$ cat config.mk
export PLATFORM = sky130hd
export DESIGN_NAME = timer_split_reload_capture
export DESIGN_NICKNAME = d
export VERILOG_FILES = /design/src/rtl/timer_split_pkg.sv /design/src/rtl/timer_split_reload_capture.sv
export VERILOG_INCLUDE_DIRS = /design/src /design/src/rtl
export SDC_FILE = /design/constraint.sdc
export NUM_CORES = 1
export LEC_CHECK = 0
export BUFFER_PORTS_ARGS = -buffer_cell sky130_fd_sc_hd__buf_2
export CAP_MARGIN = 20
export CORE_UTILIZATION = 30
export CTS_CLUSTER_SIZE = 20
export DETAILED_ROUTE_END_ITERATION = 12
export PLACE_DENSITY_LB_ADDON = 0.1
export RECOVER_POWER = 25
export SLEW_MARGIN = 15
export SYNTH_ARGS = -nofsm -noshare
export SYNTH_HDL_FRONTEND = slang
export SYNTH_SLANG_ARGS = --single-unit
$ cat constraint.sdc
create_clock -name CLK -period 2.3 [get_ports CLK]
set_input_delay 0.46 -clock CLK [delete_from_list [all_inputs] [get_ports CLK]]
set_output_delay 0.46 -clock CLK [all_outputs]
set_load 0.02 [all_outputs]
$ cat src/rtl/timer_split_regs.svh
// Summary of operation
// [RULE1] Split mode bit set runs two independent 8-bit auto-reload counters
// [RULE2] In split mode each byte counter reloads from its own reload register
// [RULE3] In split mode run control starts and stops only the high byte
// [RULE4] In split mode the low byte counts regardless of run control
// [RULE5] High byte: system_clock if its select bit set, else ext clock select field
// [RULE6] Low byte picks its clock independently with the same encoding
// [RULE7] Each byte rolling 0xFF to 0x00 sets its own overflow flag
// [RULE8] Timer interrupt enabled: every high byte overflow requests an interrupt
// [RULE9] With low interrupt enable set too, either byte overflow requests one
// [RULE10] Software reads both flags to find the interrupt source
// [RULE11] Hardware never clears overflow flags; software clears them
// [RULE12] Writing 1 to capture enable selects oscillator capture mode
// [RULE13] Software keeps split mode at 0 while capture mode is on
// [RULE14] Capture event on each rtc rising edge, or every 8 ext oscillator cycles
// [RULE15] Capture copies 16-bit count to reload registers and sets high flag
// [RULE16] Software uses a fast timer clock and differences successive captures
// [RULE17] Split mode clear runs one 16-bit counter auto-reloading from both reloads; code wraps to 0x0000 without reload while capture enable is set
// [RULE18] In 16-bit mode rollover 0xFFFF to 0x0000 sets the high flag
// [RULE19] Low flag is set on every low byte overflow in any mode
// [RULE20] Slow oscillator ticks are synchronised into one-cycle count enables
`ifndef TIMER_SPLIT_REGS_SVH
`define TIMER_SPLIT_REGS_SVH

// ----------------------------------------
// Register addresses on the special function space
// ----------------------------------------
`define ADDR_SPLIT_CONTROL 8'h91
`define ADDR_RELOAD_LOW 8'h92
`define ADDR_RELOAD_HIGH 8'h93
`define ADDR_COUNT_LOW 8'h94
`define ADDR_COUNT_HIGH 8'h95

// ----------------------------------------
// Reset values and field codes
// ----------------------------------------
`define RESET_BYTE 8'h00
`define EXT_SEL_DIV12 2'h0
`define EXT_SEL_RTC 2'h1
`define EXT_SEL_EXT_DIV8 2'h3
`define BYTE_ALL_ONES 8'hFF

// ----------------------------------------
// Divider counts
// ----------------------------------------
`define SYSTEM_CLOCK_DIV 12
`define DIV12_LAST 4'hB
`define EXT_DIV_LAST 3'h7

`endif

$ cat src/rtl/timer_split_pkg.sv
package timer_split_pkg;

  // Control register layout, bit 7 down to bit 0
  typedef struct packed {
    logic high_overflow_flag;
    logic low_overflow_flag;
    logic low_irq_enable;
    logic capture_enable;
    logic split_mode_select;
    logic high_run_control;
    logic [1:0] ext_clock_select;
  } split_control_t;

  // One cycle of special function register access
  typedef struct packed {
    logic [7:0] addr;
    logic [7:0] wdata;
    logic wr;
    logic rd;
  } sfr_req_t;

endpackage

$ cat src/rtl/timer_split_reload_capture.sv
`timescale 1ns/1ps
`default_nettype none
`include "timer_split_regs.svh"

module timer_split_reload_capture
  import timer_split_pkg::*;
(
  input wire logic CLK, // System clock, 125 MHz
  input wire logic RSTN, // Asynchronous reset, active low
  input wire logic [7:0] SFR_ADDR, // Register address
  input wire logic [7:0] SFR_WDATA, // Write data
  input wire logic SFR_WR, // Write strobe, one cycle
  input wire logic SFR_RD, // Read strobe, one cycle
  input wire logic HIGH_SYSTEM_CLOCK_SELECT, // High byte uses system clock
  input wire logic LOW_SYSTEM_CLOCK_SELECT, // Low byte (and 16-bit timer) uses system clock
  input wire logic TIMER_IRQ_ENABLE, // Timer interrupt enable
  input wire logic RTC_OSC, // Real-time oscillator, asynchronous
  input wire logic EXT_OSC, // External oscillator, asynchronous
  output logic [7:0] SFR_RDATA, // Read data, valid the cycle after SFR_RD
  output logic IRQ // Interrupt request, level
);

  // ----------------------------------------
  // Clock source selection
  // ----------------------------------------
  function automatic logic pick_tick(input logic sys_sel, input logic [1:0] ext_sel,
                                     input logic div12, input logic rtc, input logic ext8);
    logic t;
    t = 1'b0;
    if (sys_sel)
      t = 1'b1;
    else if (ext_sel == `EXT_SEL_DIV12)
      t = div12;
    else if (ext_sel == `EXT_SEL_RTC)
      t = rtc;
    else if (ext_sel == `EXT_SEL_EXT_DIV8)
      t = ext8;
    return t;
  endfunction

  sfr_req_t req;
  split_control_t ctrl_q;
  logic [7:0] reload_low_q;
  logic [7:0] reload_high_q;
  logic [7:0] count_low_q;
  logic [7:0] count_high_q;
  logic [7:0] rdata_q;
  logic irq_q;
  logic [2:0] rtc_sync_q;
  logic [2:0] ext_sync_q;
  logic [3:0] div12_q;
  logic [2:0] ext_div_q;
  logic div12_tick;
  logic rtc_tick;
  logic ext_tick;
  logic ext8_tick;
  logic low_tick;
  logic high_tick;
  logic wide_tick;
  logic low_roll;
  logic high_roll;
  logic wide_roll;
  logic capture_event;
  logic set_high_flag;
  logic set_low_flag;
  logic wr_ctrl;
  logic wr_rl;
  logic wr_rh;
  logic wr_cl;
  logic wr_ch;

  assign req = '{addr: SFR_ADDR, wdata: SFR_WDATA, wr: SFR_WR, rd: SFR_RD};

  // ----------------------------------------
  // Oscillator synchronisers and tick generation
  // ----------------------------------------
  always_ff @(posedge CLK or negedge RSTN)
  begin
    if (!RSTN)
    begin
      rtc_sync_q <= 3'h0;
      ext_sync_q <= 3'h0;
    end
    else
    begin
      rtc_sync_q <= {rtc_sync_q[1:0], RTC_OSC}; // RULE20
      ext_sync_q <= {ext_sync_q[1:0], EXT_OSC}; // RULE20
    end
  end

  // Edge detect looks only at the second and third stages
  assign rtc_tick = rtc_sync_q[1] & ~rtc_sync_q[2]; // RULE20
  assign ext_tick = ext_sync_q[1] & ~ext_sync_q[2]; // RULE20

  always_ff @(posedge CLK or negedge RSTN)
  begin
    if (!RSTN)
      div12_q <= 4'h0;
    else if (div12_q == `DIV12_LAST)
      div12_q <= 4'h0;
    else
      div12_q <= div12_q + 4'h1;
  end

  assign div12_tick = (div12_q == `DIV12_LAST);

  // External oscillator divided by eight
  always_ff @(posedge CLK or negedge RSTN)
  begin
    if (!RSTN)
      ext_div_q <= 3'h0;
    else if (ext_tick)
      ext_div_q <= ext_div_q + 3'h1;
  end

  assign ext8_tick = ext_tick && (ext_div_q == `EXT_DIV_LAST);

  assign high_tick = pick_tick(HIGH_SYSTEM_CLOCK_SELECT, ctrl_q.ext_clock_select, div12_tick,
                               rtc_tick, ext8_tick); // RULE5
  assign low_tick = pick_tick(LOW_SYSTEM_CLOCK_SELECT, ctrl_q.ext_clock_select, div12_tick,
                              rtc_tick, ext8_tick); // RULE6
  assign wide_tick = low_tick && ctrl_q.high_run_control;

  // ----------------------------------------
  // Overflow and capture events
  // ----------------------------------------
  assign low_roll = ctrl_q.split_mode_select ? low_tick && (count_low_q == `BYTE_ALL_ONES)
                  : wide_tick && (count_low_q == `BYTE_ALL_ONES); // RULE19
  assign high_roll = ctrl_q.split_mode_select && ctrl_q.high_run_control && high_tick
                     && (count_high_q == `BYTE_ALL_ONES); // RULE3
  assign wide_roll = !ctrl_q.split_mode_select && wide_tick
                     && ({count_high_q, count_low_q} == {`BYTE_ALL_ONES, `BYTE_ALL_ONES});
  assign capture_event = ctrl_q.capture_enable
                         && (ctrl_q.ext_clock_select[1] ? ext8_tick : rtc_tick); // RULE14
  assign set_high_flag = high_roll || wide_roll || capture_event; // RULE7 RULE18 RULE15
  assign set_low_flag = low_roll; // RULE7 RULE19

  // ----------------------------------------
  // Register decode
  // ----------------------------------------
  assign wr_ctrl = req.wr && (req.addr == `ADDR_SPLIT_CONTROL);
  assign wr_rl = req.wr && (req.addr == `ADDR_RELOAD_LOW);
  assign wr_rh = req.wr && (req.addr == `ADDR_RELOAD_HIGH);
  assign wr_cl = req.wr && (req.addr == `ADDR_COUNT_LOW);
  assign wr_ch = req.wr && (req.addr == `ADDR_COUNT_HIGH);

  // Control register; hardware flag set wins over a software clear
  always_ff @(posedge CLK or negedge RSTN)
  begin
    if (!RSTN)
      ctrl_q <= split_control_t'(`RESET_BYTE);
    else
    begin
      if (wr_ctrl)
        ctrl_q <= split_control_t'(req.wdata); // RULE12
      if (set_high_flag)
        ctrl_q.high_overflow_flag <= 1'b1; // RULE11
      if (set_low_flag)
        ctrl_q.low_overflow_flag <= 1'b1; // RULE11
    end
  end

  // Reload registers; a capture overrides a software write in the same cycle
  always_ff @(posedge CLK or negedge RSTN)
  begin
    if (!RSTN)
    begin
      reload_low_q <= `RESET_BYTE;
      reload_high_q <= `RESET_BYTE;
    end
    else if (capture_event)
    begin
      reload_low_q <= count_low_q; // RULE15
      reload_high_q <= count_high_q; // RULE15
    end
    else
    begin
      if (wr_rl)
        reload_low_q <= req.wdata;
      if (wr_rh)
        reload_high_q <= req.wdata;
    end
  end

  // ----------------------------------------
  // Counters; a software write takes priority over counting
  // ----------------------------------------
  always_ff @(posedge CLK or negedge RSTN)
  begin
    if (!RSTN)
      count_low_q <= `RESET_BYTE;
    else if (wr_cl)
      count_low_q <= req.wdata;
    else if (ctrl_q.split_mode_select)
    begin
      if (low_roll)
        count_low_q <= reload_low_q; // RULE1 RULE2
      else if (low_tick)
        count_low_q <= count_low_q + 8'h01; // RULE4
    end
    else if (wide_roll && !ctrl_q.capture_enable)
      count_low_q <= reload_low_q; // RULE17
    else if (wide_tick)
      count_low_q <= count_low_q + 8'h01; // RULE17
  end

  always_ff @(posedge CLK or negedge RSTN)
  begin
    if (!RSTN)
      count_high_q <= `RESET_BYTE;
    else if (wr_ch)
      count_high_q <= req.wdata;
    else if (ctrl_q.split_mode_select)
    begin
      if (high_roll)
        count_high_q <= reload_high_q; // RULE1 RULE2
      else if (ctrl_q.high_run_control && high_tick)
        count_high_q <= count_high_q + 8'h01; // RULE3
    end
    else if (wide_roll && !ctrl_q.capture_enable)
      count_high_q <= reload_high_q; // RULE17
    else if (wide_tick && (count_low_q == `BYTE_ALL_ONES))
      count_high_q <= count_high_q + 8'h01; // RULE17
  end

  // ----------------------------------------
  // Read data and interrupt request
  // ----------------------------------------
  always_ff @(posedge CLK or negedge RSTN)
  begin
    if (!RSTN)
      rdata_q <= `RESET_BYTE;
    else if (req.rd)
    begin
      if (req.addr == `ADDR_SPLIT_CONTROL)
        rdata_q <= ctrl_q;
      else if (req.addr == `ADDR_RELOAD_LOW)
        rdata_q <= reload_low_q;
      else if (req.addr == `ADDR_RELOAD_HIGH)
        rdata_q <= reload_high_q;
      else if (req.addr == `ADDR_COUNT_LOW)
        rdata_q <= count_low_q;
      else if (req.addr == `ADDR_COUNT_HIGH)
        rdata_q <= count_high_q;
      else
        rdata_q <= `RESET_BYTE;
    end
  end

  always_ff @(posedge CLK or negedge RSTN)
  begin
    if (!RSTN)
      irq_q <= 1'b0;
    else
      irq_q <= TIMER_IRQ_ENABLE && (ctrl_q.high_overflow_flag
               || (ctrl_q.low_irq_enable && ctrl_q.low_overflow_flag)); // RULE8 RULE9
  end

  assign SFR_RDATA = rdata_q;
  assign IRQ = irq_q;

endmodule // timer_split_reload_capture

`default_nettype wire

* Yosys cells after proc, flatten, opt, wreduce, memory -nomap -nowiden
Index checks and enable logic that the tools add are counted.
** Storage, ports and cells
- Bits in registers :: 62
- Latch bits :: 0
- Bits in writable memories :: 0
- Bits in read-only memories :: 0
- Bits of input ports :: 25
- Output and inout bits :: 9
- Logic and storage cells :: 104
- Memories kept :: 0
** Cells by class
- $add $sub $neg :: 4
- $mul :: 0
- Divide/modulo/power cells :: 0
- Magnitude comparators :: 0
- Equality and inequality tests :: 14
- Shift-type cells :: 0
- Multiplexer cells :: 32
- Bitwise operators :: 4
- Reductions and logical operators :: 33
** Operators by type and width (count)
- 8-bit 2-to-1 mux :: 22
- 8-bit == test, second input constant :: 7
- 1-bit logical AND :: 19
- 8-bit by 1-bit adder with 8-bit output, second input constant :: 2
- 16-bit == test, second input constant :: 1
- 1-bit 2-to-1 mux :: 9
- 4-bit by 1-bit != test with 1-bit output, second input constant :: 2
- 2-bit nonzero test :: 4
- 4-bit nonzero test :: 2
- 4-bit by 1-bit adder with 4-bit output, second input constant :: 1
- 4-bit == test, second input constant :: 1
- 4-bit 2-to-1 mux :: 1
- 2-bit AND reduction :: 2
- 3-bit by 1-bit adder with 3-bit output, second input constant :: 1
- 3-bit == test, second input constant :: 1
- 1-bit logical OR :: 3
- 1-bit AND :: 2
- 2-bit by 1-bit == test with 1-bit output, second input constant :: 1
- 2-bit == test, second input constant :: 1
- 1-bit logical NOT :: 2
- 2-bit logical NOT :: 1
- 1-bit inverter :: 2

* Depth between registers and ports, before layout
- Depth in word-level cells :: 14
- Mapped depth :: 8
- Mapped depth without buffers :: 8

* Worst setup path before layout
No wires, ideal clock.
- Path type :: register -> register
- Start :: register ext_div_q[0]
- End :: register count_high_q[4]
- Library setup time :: 123 ps
- Arrival time :: 1944 ps
- Required time :: 2177 ps
- Slack :: 234 ps
- Cell stages (with the launch flop) :: 9
- Path buffers :: 0
- Clock period less this slack :: 2066 ps
- Cells stage by stage :: dfrtp_1 -> ha_1 -> ha_1 -> and4b_4 -> o21ai_4 -> a21oi_2 -> a31o_2 -> or3_1 -> o221a_2
** On the way
- Cells in the longest elaborated chain, start to end :: 13
- Elaborated cells between the ends (all ways) :: 22
- Classes of those cells :: 2 x eq/ne; 9 x mux; 11 x reduce/logical
** Ends and longest elaborated chain
- start, declared :: RTL line timer_split_reload_capture.sv:52 : logic [2:0] ext_div_q;
- start signal, assigned :: RTL line timer_split_reload_capture.sv:113 : ext_div_q <= ext_div_q + 3'h1;
- 3-bit == test (no source line) *
- 1-bit logical AND * :: RTL line timer_split_reload_capture.sv:116 : assign ext8_tick = ext_tick && (ext_div_q == `EXT_DIV_LAST);
- 1-bit 2-to-1 mux * :: RTL line timer_split_reload_capture.sv:36 : else if (ext_sel == `EXT_SEL_EXT_DIV8)
- 1-bit 2-to-1 mux * :: RTL line timer_split_reload_capture.sv:34 : else if (ext_sel == `EXT_SEL_RTC)
- 1-bit 2-to-1 mux * :: RTL line timer_split_reload_capture.sv:32 : else if (ext_sel == `EXT_SEL_DIV12)
- 1-bit 2-to-1 mux :: RTL line timer_split_reload_capture.sv:30 : if (sys_sel)
- 1-bit logical AND :: RTL line timer_split_reload_capture.sv:122 : assign wide_tick = low_tick && ctrl_q.high_run_control;
- 1-bit logical AND (2 in a row) :: RTL line timer_split_reload_capture.sv:131 : assign wide_roll = !ctrl_q.split_mode_select && wide_tick
- 1-bit logical AND :: RTL line timer_split_reload_capture.sv:220 : else if (wide_roll && !ctrl_q.capture_enable)
- 8-bit 2-to-1 mux :: RTL line timer_split_reload_capture.sv:220
- 8-bit 2-to-1 mux :: RTL line timer_split_reload_capture.sv:213 : else if (ctrl_q.split_mode_select)
- 8-bit 2-to-1 mux :: RTL line timer_split_reload_capture.sv:211 : else if (wr_ch)
- end signal, assigned :: RTL line timer_split_reload_capture.sv:210 : count_high_q <= `RESET_BYTE;
- end signal, assigned :: RTL line timer_split_reload_capture.sv:212 : count_high_q <= req.wdata;
- end signal, assigned :: RTL line timer_split_reload_capture.sv:221 : count_high_q <= reload_high_q;
- end, declared :: RTL line timer_split_reload_capture.sv:46 : logic [7:0] count_high_q;
Every way passes the cells marked *; elsewhere a longest branch is shown, timed or not.
A chain may end at the register's enable or synchronous reset.

* Worst setup path in the final report
Ends and elaborated chain as after synthesis.

==> results.py <==
metrics = {
    "run_status": {
        "status": "complete, but fails checks",
        "violations": "max-capacitance violations, max-slew violations",
    },
    "floorplanning": {
        "core_area_mm2": 0.0114,
        "io_pins": 34,
        "initial_utilization": 0.307,
        "die_area_mm2": 0.0121,
        "fp.dieW_um": 110,
        "die_h_um": 110,
        "rows": 39,
    },
    "hold_path": {
        "hp-class": "in2reg",
    },
    "synth": {
        "yosys_warnings": 0,
        "synthSimpleGateAreaFrac": 0.178,
        "synthMuxAreaShare": 0.117,
        "syn_area_per_cell_um2": 9.82,
        "synth-xor-area-share": 0.0325,
        "syn_inst": 357,
        "syn_area_mm2": 0.00350,
        "yosysUniqueCellTypes": 52,
        "syn_nets": 387,
        "synth-adder-area-share": 0.0179,
        "synth_compound_area_frac": 0.183,
        "ys_async_sr_fraction": 1.00,
        "synth_top_family_by_area": "compound AO/OA/AOI/OAI gates",
        "synth_seq_cells": 62,
        "seq_area_frac_synth": 0.443,
        "synth_edf_count": 0,
        "synthFlopType": "dfrtp_1",
    },
    "clock_network": {
        "cts_root_buf": "clkbuf_16",
        "cts_hold_buffers": 0,
        "numCtsBuffers": 9,
        "cts.sinks": 62,
        "cts_max_path_buffers": 2,
        "htreeDepth": 3,
        "clk_latency_ps": 340,
        "cts_tree": "done",
        "cts.reportedPaths.clkPinSlew_ps": 60,
    },
    "power": {
        "ir_worst_vdd_mv": 0.463,
        "intPower_mw": 2.62,
        "p_leak_nw": 1.97,
        "power.total_mw": 3.66,
        "share_comb_of_total_power": 0.161,
        "power_density_mw_per_mm2": 847,
        "switchingPower_mw": 1.04,
        "clock_power_share": 0.446,
        "power.share.sequential": 0.393,
        "swShare": 0.285,
    },
    "critical_path": {
        "crit_arrival_ps": 2430,
        "cp_top_family": "simple AND/OR/NAND/NOR gates",
        "crit_path_frequent_cell": "ha_1",
        "critical_path_class": "reg2reg",
        "slowest_delay_ps": 390,
        "start_kind": "flop",
        "cp_max_fo": 7,
        "cp-end-kind": "flop",
        "path_cells": "ha_1 -> ha_1 -> and4b_4 -> o21ai_4 -> nand2_4 -> a31o_4 -> or3_1 -> o221a_2",
        "required_ps": 2520,
        "crit_buf_inv": 0,
        "slowest_stage": "dfrtp_1",
    },
    "grt": {
        "grt_pass1_wl_mm": 16.6,
        "track_usage": 0.191,
        "grt_pass1_vias": 2879,
        "antenna_found_initial": 0,
        "grt_max_degree": 63,
        "gr-total-overflow": 0,
    },
    "routing": {
        "drt-vias-per-instance": 5.29,
        "dr.pass1.iters": 5,
        "drt_wl_total_mm": 10.6,
        "vias": 2922,
        "ant_nets": 0,
        "drtIter0Drc": 119,
        "routedWlPerCell_um": 19.2,
        "route.detailed.drc": 0,
    },
    "timing": {
        "fin_skew_ps": 7.29,
        "worst_pin_slew_ps": 1620,
        "timing.fmax_mhz": 453,
        "fin_hold_ws_ps": 221,
        "setup-violations-final": 0,
        "slew_headroom": -0.0782,
        "finalCriticalPeriod_ps": 2210,
        "final_max_slew_viol_count": 63,
        "fin_crit_sh": 0.959,
        "final_hold_viol_count": 0,
    },
    "placed_design": {
        "hpwl_mm": 7.48,
        "gp_congestion": 0.813,
        "portBuffers": 33,
    },
    "final_layout": {
        "antenna_cells": 0,
        "area_delta_synth_final_pct": 23.3,
        "layout-drive-gt1-share": 0.237,
        "fin_nets": 434,
    },
    "run": {
        "maxCapViolations": 1,
    },
}
-- per-layer routing --
| layer | wire, um | track usage | up-vias |
|---|---|---|---|
| li1 | - | - | 1395 |
| met1 | 5210 | 0.266 | 1448 |
| met2 | 4710 | 0.287 | 60 |
| met3 | 369 | 0.0353 | 19 |
| met4 | 287 | 0.0876 | 0 |
| met5 | 0 | 0 | - |
-- sequential cells by signal, summed over array words and instances (netlist names) --
name / cells
reload_low_q: 8
reload_high_q: 8
count_low_q: 8
ctrl_q: 8
rtc_sync_q: 3
ext_div_q: 3
ext_sync_q: 3
count_high_q: 8
div12_q: 4
IRQ: 1
SFR_RDATA: 8
-- synthesized netlist by cell type, types with 2 or more instances --
| cell type | number | area share |
|---|---|---|
| o21ai_0 | 11 | 0.016 |
| xnor2_1 | 7 | 0.017 |
| a211o_1 | 2 | 0.0050 |
| o22ai_1 | 2 | 0.0036 |
| o21ai_1 | 16 | 0.023 |
| nor2b_1 | 4 | 0.0071 |
| o211ai_1 | 6 | 0.013 |
| a211oi_1 | 2 | 0.0043 |
| nand2b_1 | 5 | 0.0089 |
| buf_2 | 8 | 0.011 |
| nor3_1 | 2 | 0.0029 |
| a211oi_2 | 2 | 0.0071 |
| mux2i_1 | 31 | 0.089 |
| nand3_1 | 11 | 0.016 |
| nor2_1 | 41 | 0.044 |
| clkbuf_1 | 7 | 0.0075 |
| and3_1 | 6 | 0.011 |
| mux2_2 | 9 | 0.029 |
| inv_1 | 6 | 0.0064 |
| a31oi_1 | 10 | 0.018 |
| and4_1 | 3 | 0.0075 |
| a22o_1 | 8 | 0.020 |
| nand4_1 | 3 | 0.0054 |
| xor2_1 | 6 | 0.015 |
| buf_1 | 3 | 0.0032 |
| a21oi_1 | 27 | 0.039 |
| ha_1 | 5 | 0.018 |
| dfrtp_1 | 62 | 0.44 |
| nand2_1 | 28 | 0.030 |
| and4b_1 | 2 | 0.0057 |
-- final cells by class --
cell class                      count  area, um2
Clock buffer                        9        225
Clock inverter                      7        128
Fill cell                        1182       7100
Inverter                            6       22.5
Multi-Input combinational cell    271       1880
Sequential cell                    62       1550
Tap cell                          143        179
Timing Repair Buffer               54        333
-- cells in the final DEF (no fill, tap or decap), types with 9 or more instances in the layout --
cell / count
mux2i_1: 31
a21oi_1: 27
dfrtp_1: 62
nand2_1: 28
clkbuf_16: 9
o21ai_1: 15
mux2_2: 9
o21ai_0: 11
nand3_1: 11
buf_2: 33
a31oi_1: 9
nor2_1: 41
buf_4: 19
-- what timing repair did --
action | CTS | global route
buffers inserted | 0 | 4
endpoints found under the setup margin | 0 | 6
resized for setup | 0 | 4
-- power by group through the flow --
stage / registers [mW] / logic, mW / clock network [mW]
after global routing: 1.46 / 0.675 / 1.72
after global placement: 1.46 / 0.576 / 0
final: 1.44 / 0.589 / 1.63
after detailed placement: 1.46 / 0.581 / 0
after CTS: 1.44 / 0.583 / 1.67
after floorplan: 1.43 / 0.343 / 0
-- kinds of logic (layout without fill, tap and decap cells) --
kind of cell,Yosys count,in the layout
compound gates,96,96
xor+xnor,13,13
fa+ha+maj,5,5
buf+inv,24,76
flops,62,62
mux,40,40
simple gates,117,117
-- through the flow --
| step | std cells | TNS, ps | setup WS, ps | utilization | instance area (um2) |
|---|---|---|---|---|---|
| 5_1_grt | 552 | -7.55 | -7.55 | 0.379 | 4320 |
| 6_report | 552 | 0 | 93.5 | 0.379 | 4320 |
| 2_1_floorplan | 357 | 0 | 234 | - | 3500 |
| 3_5_place_dp | 532 | 0 | 92.7 | 0.343 | 3920 |
| 4_1_cts | 548 | 0 | 70.5 | 0.374 | 4270 |
| 3_3_place_gp | 532 | 0 | 134 | 0.343 | 3920 |
-- path summary, 6_finish.rpt --
check | start | to | slack, ps | cells past startpoint
max | ext_div_q[0] | count_high_q[4] | 90 | 8
max in group asynchronous | RSTN | count_high_q[1] | 720 | 2
max reg2reg | ext_div_q[0] | count_high_q[4] | 90 | 8
min | EXT_OSC | ext_sync_q[0] | 220 | 1
min in group asynchronous | RSTN | IRQ | 620 | 2
min reg2reg | ext_sync_q[0] | ext_sync_q[1] | 350 | 0
(Power assumes the default switching activity.)
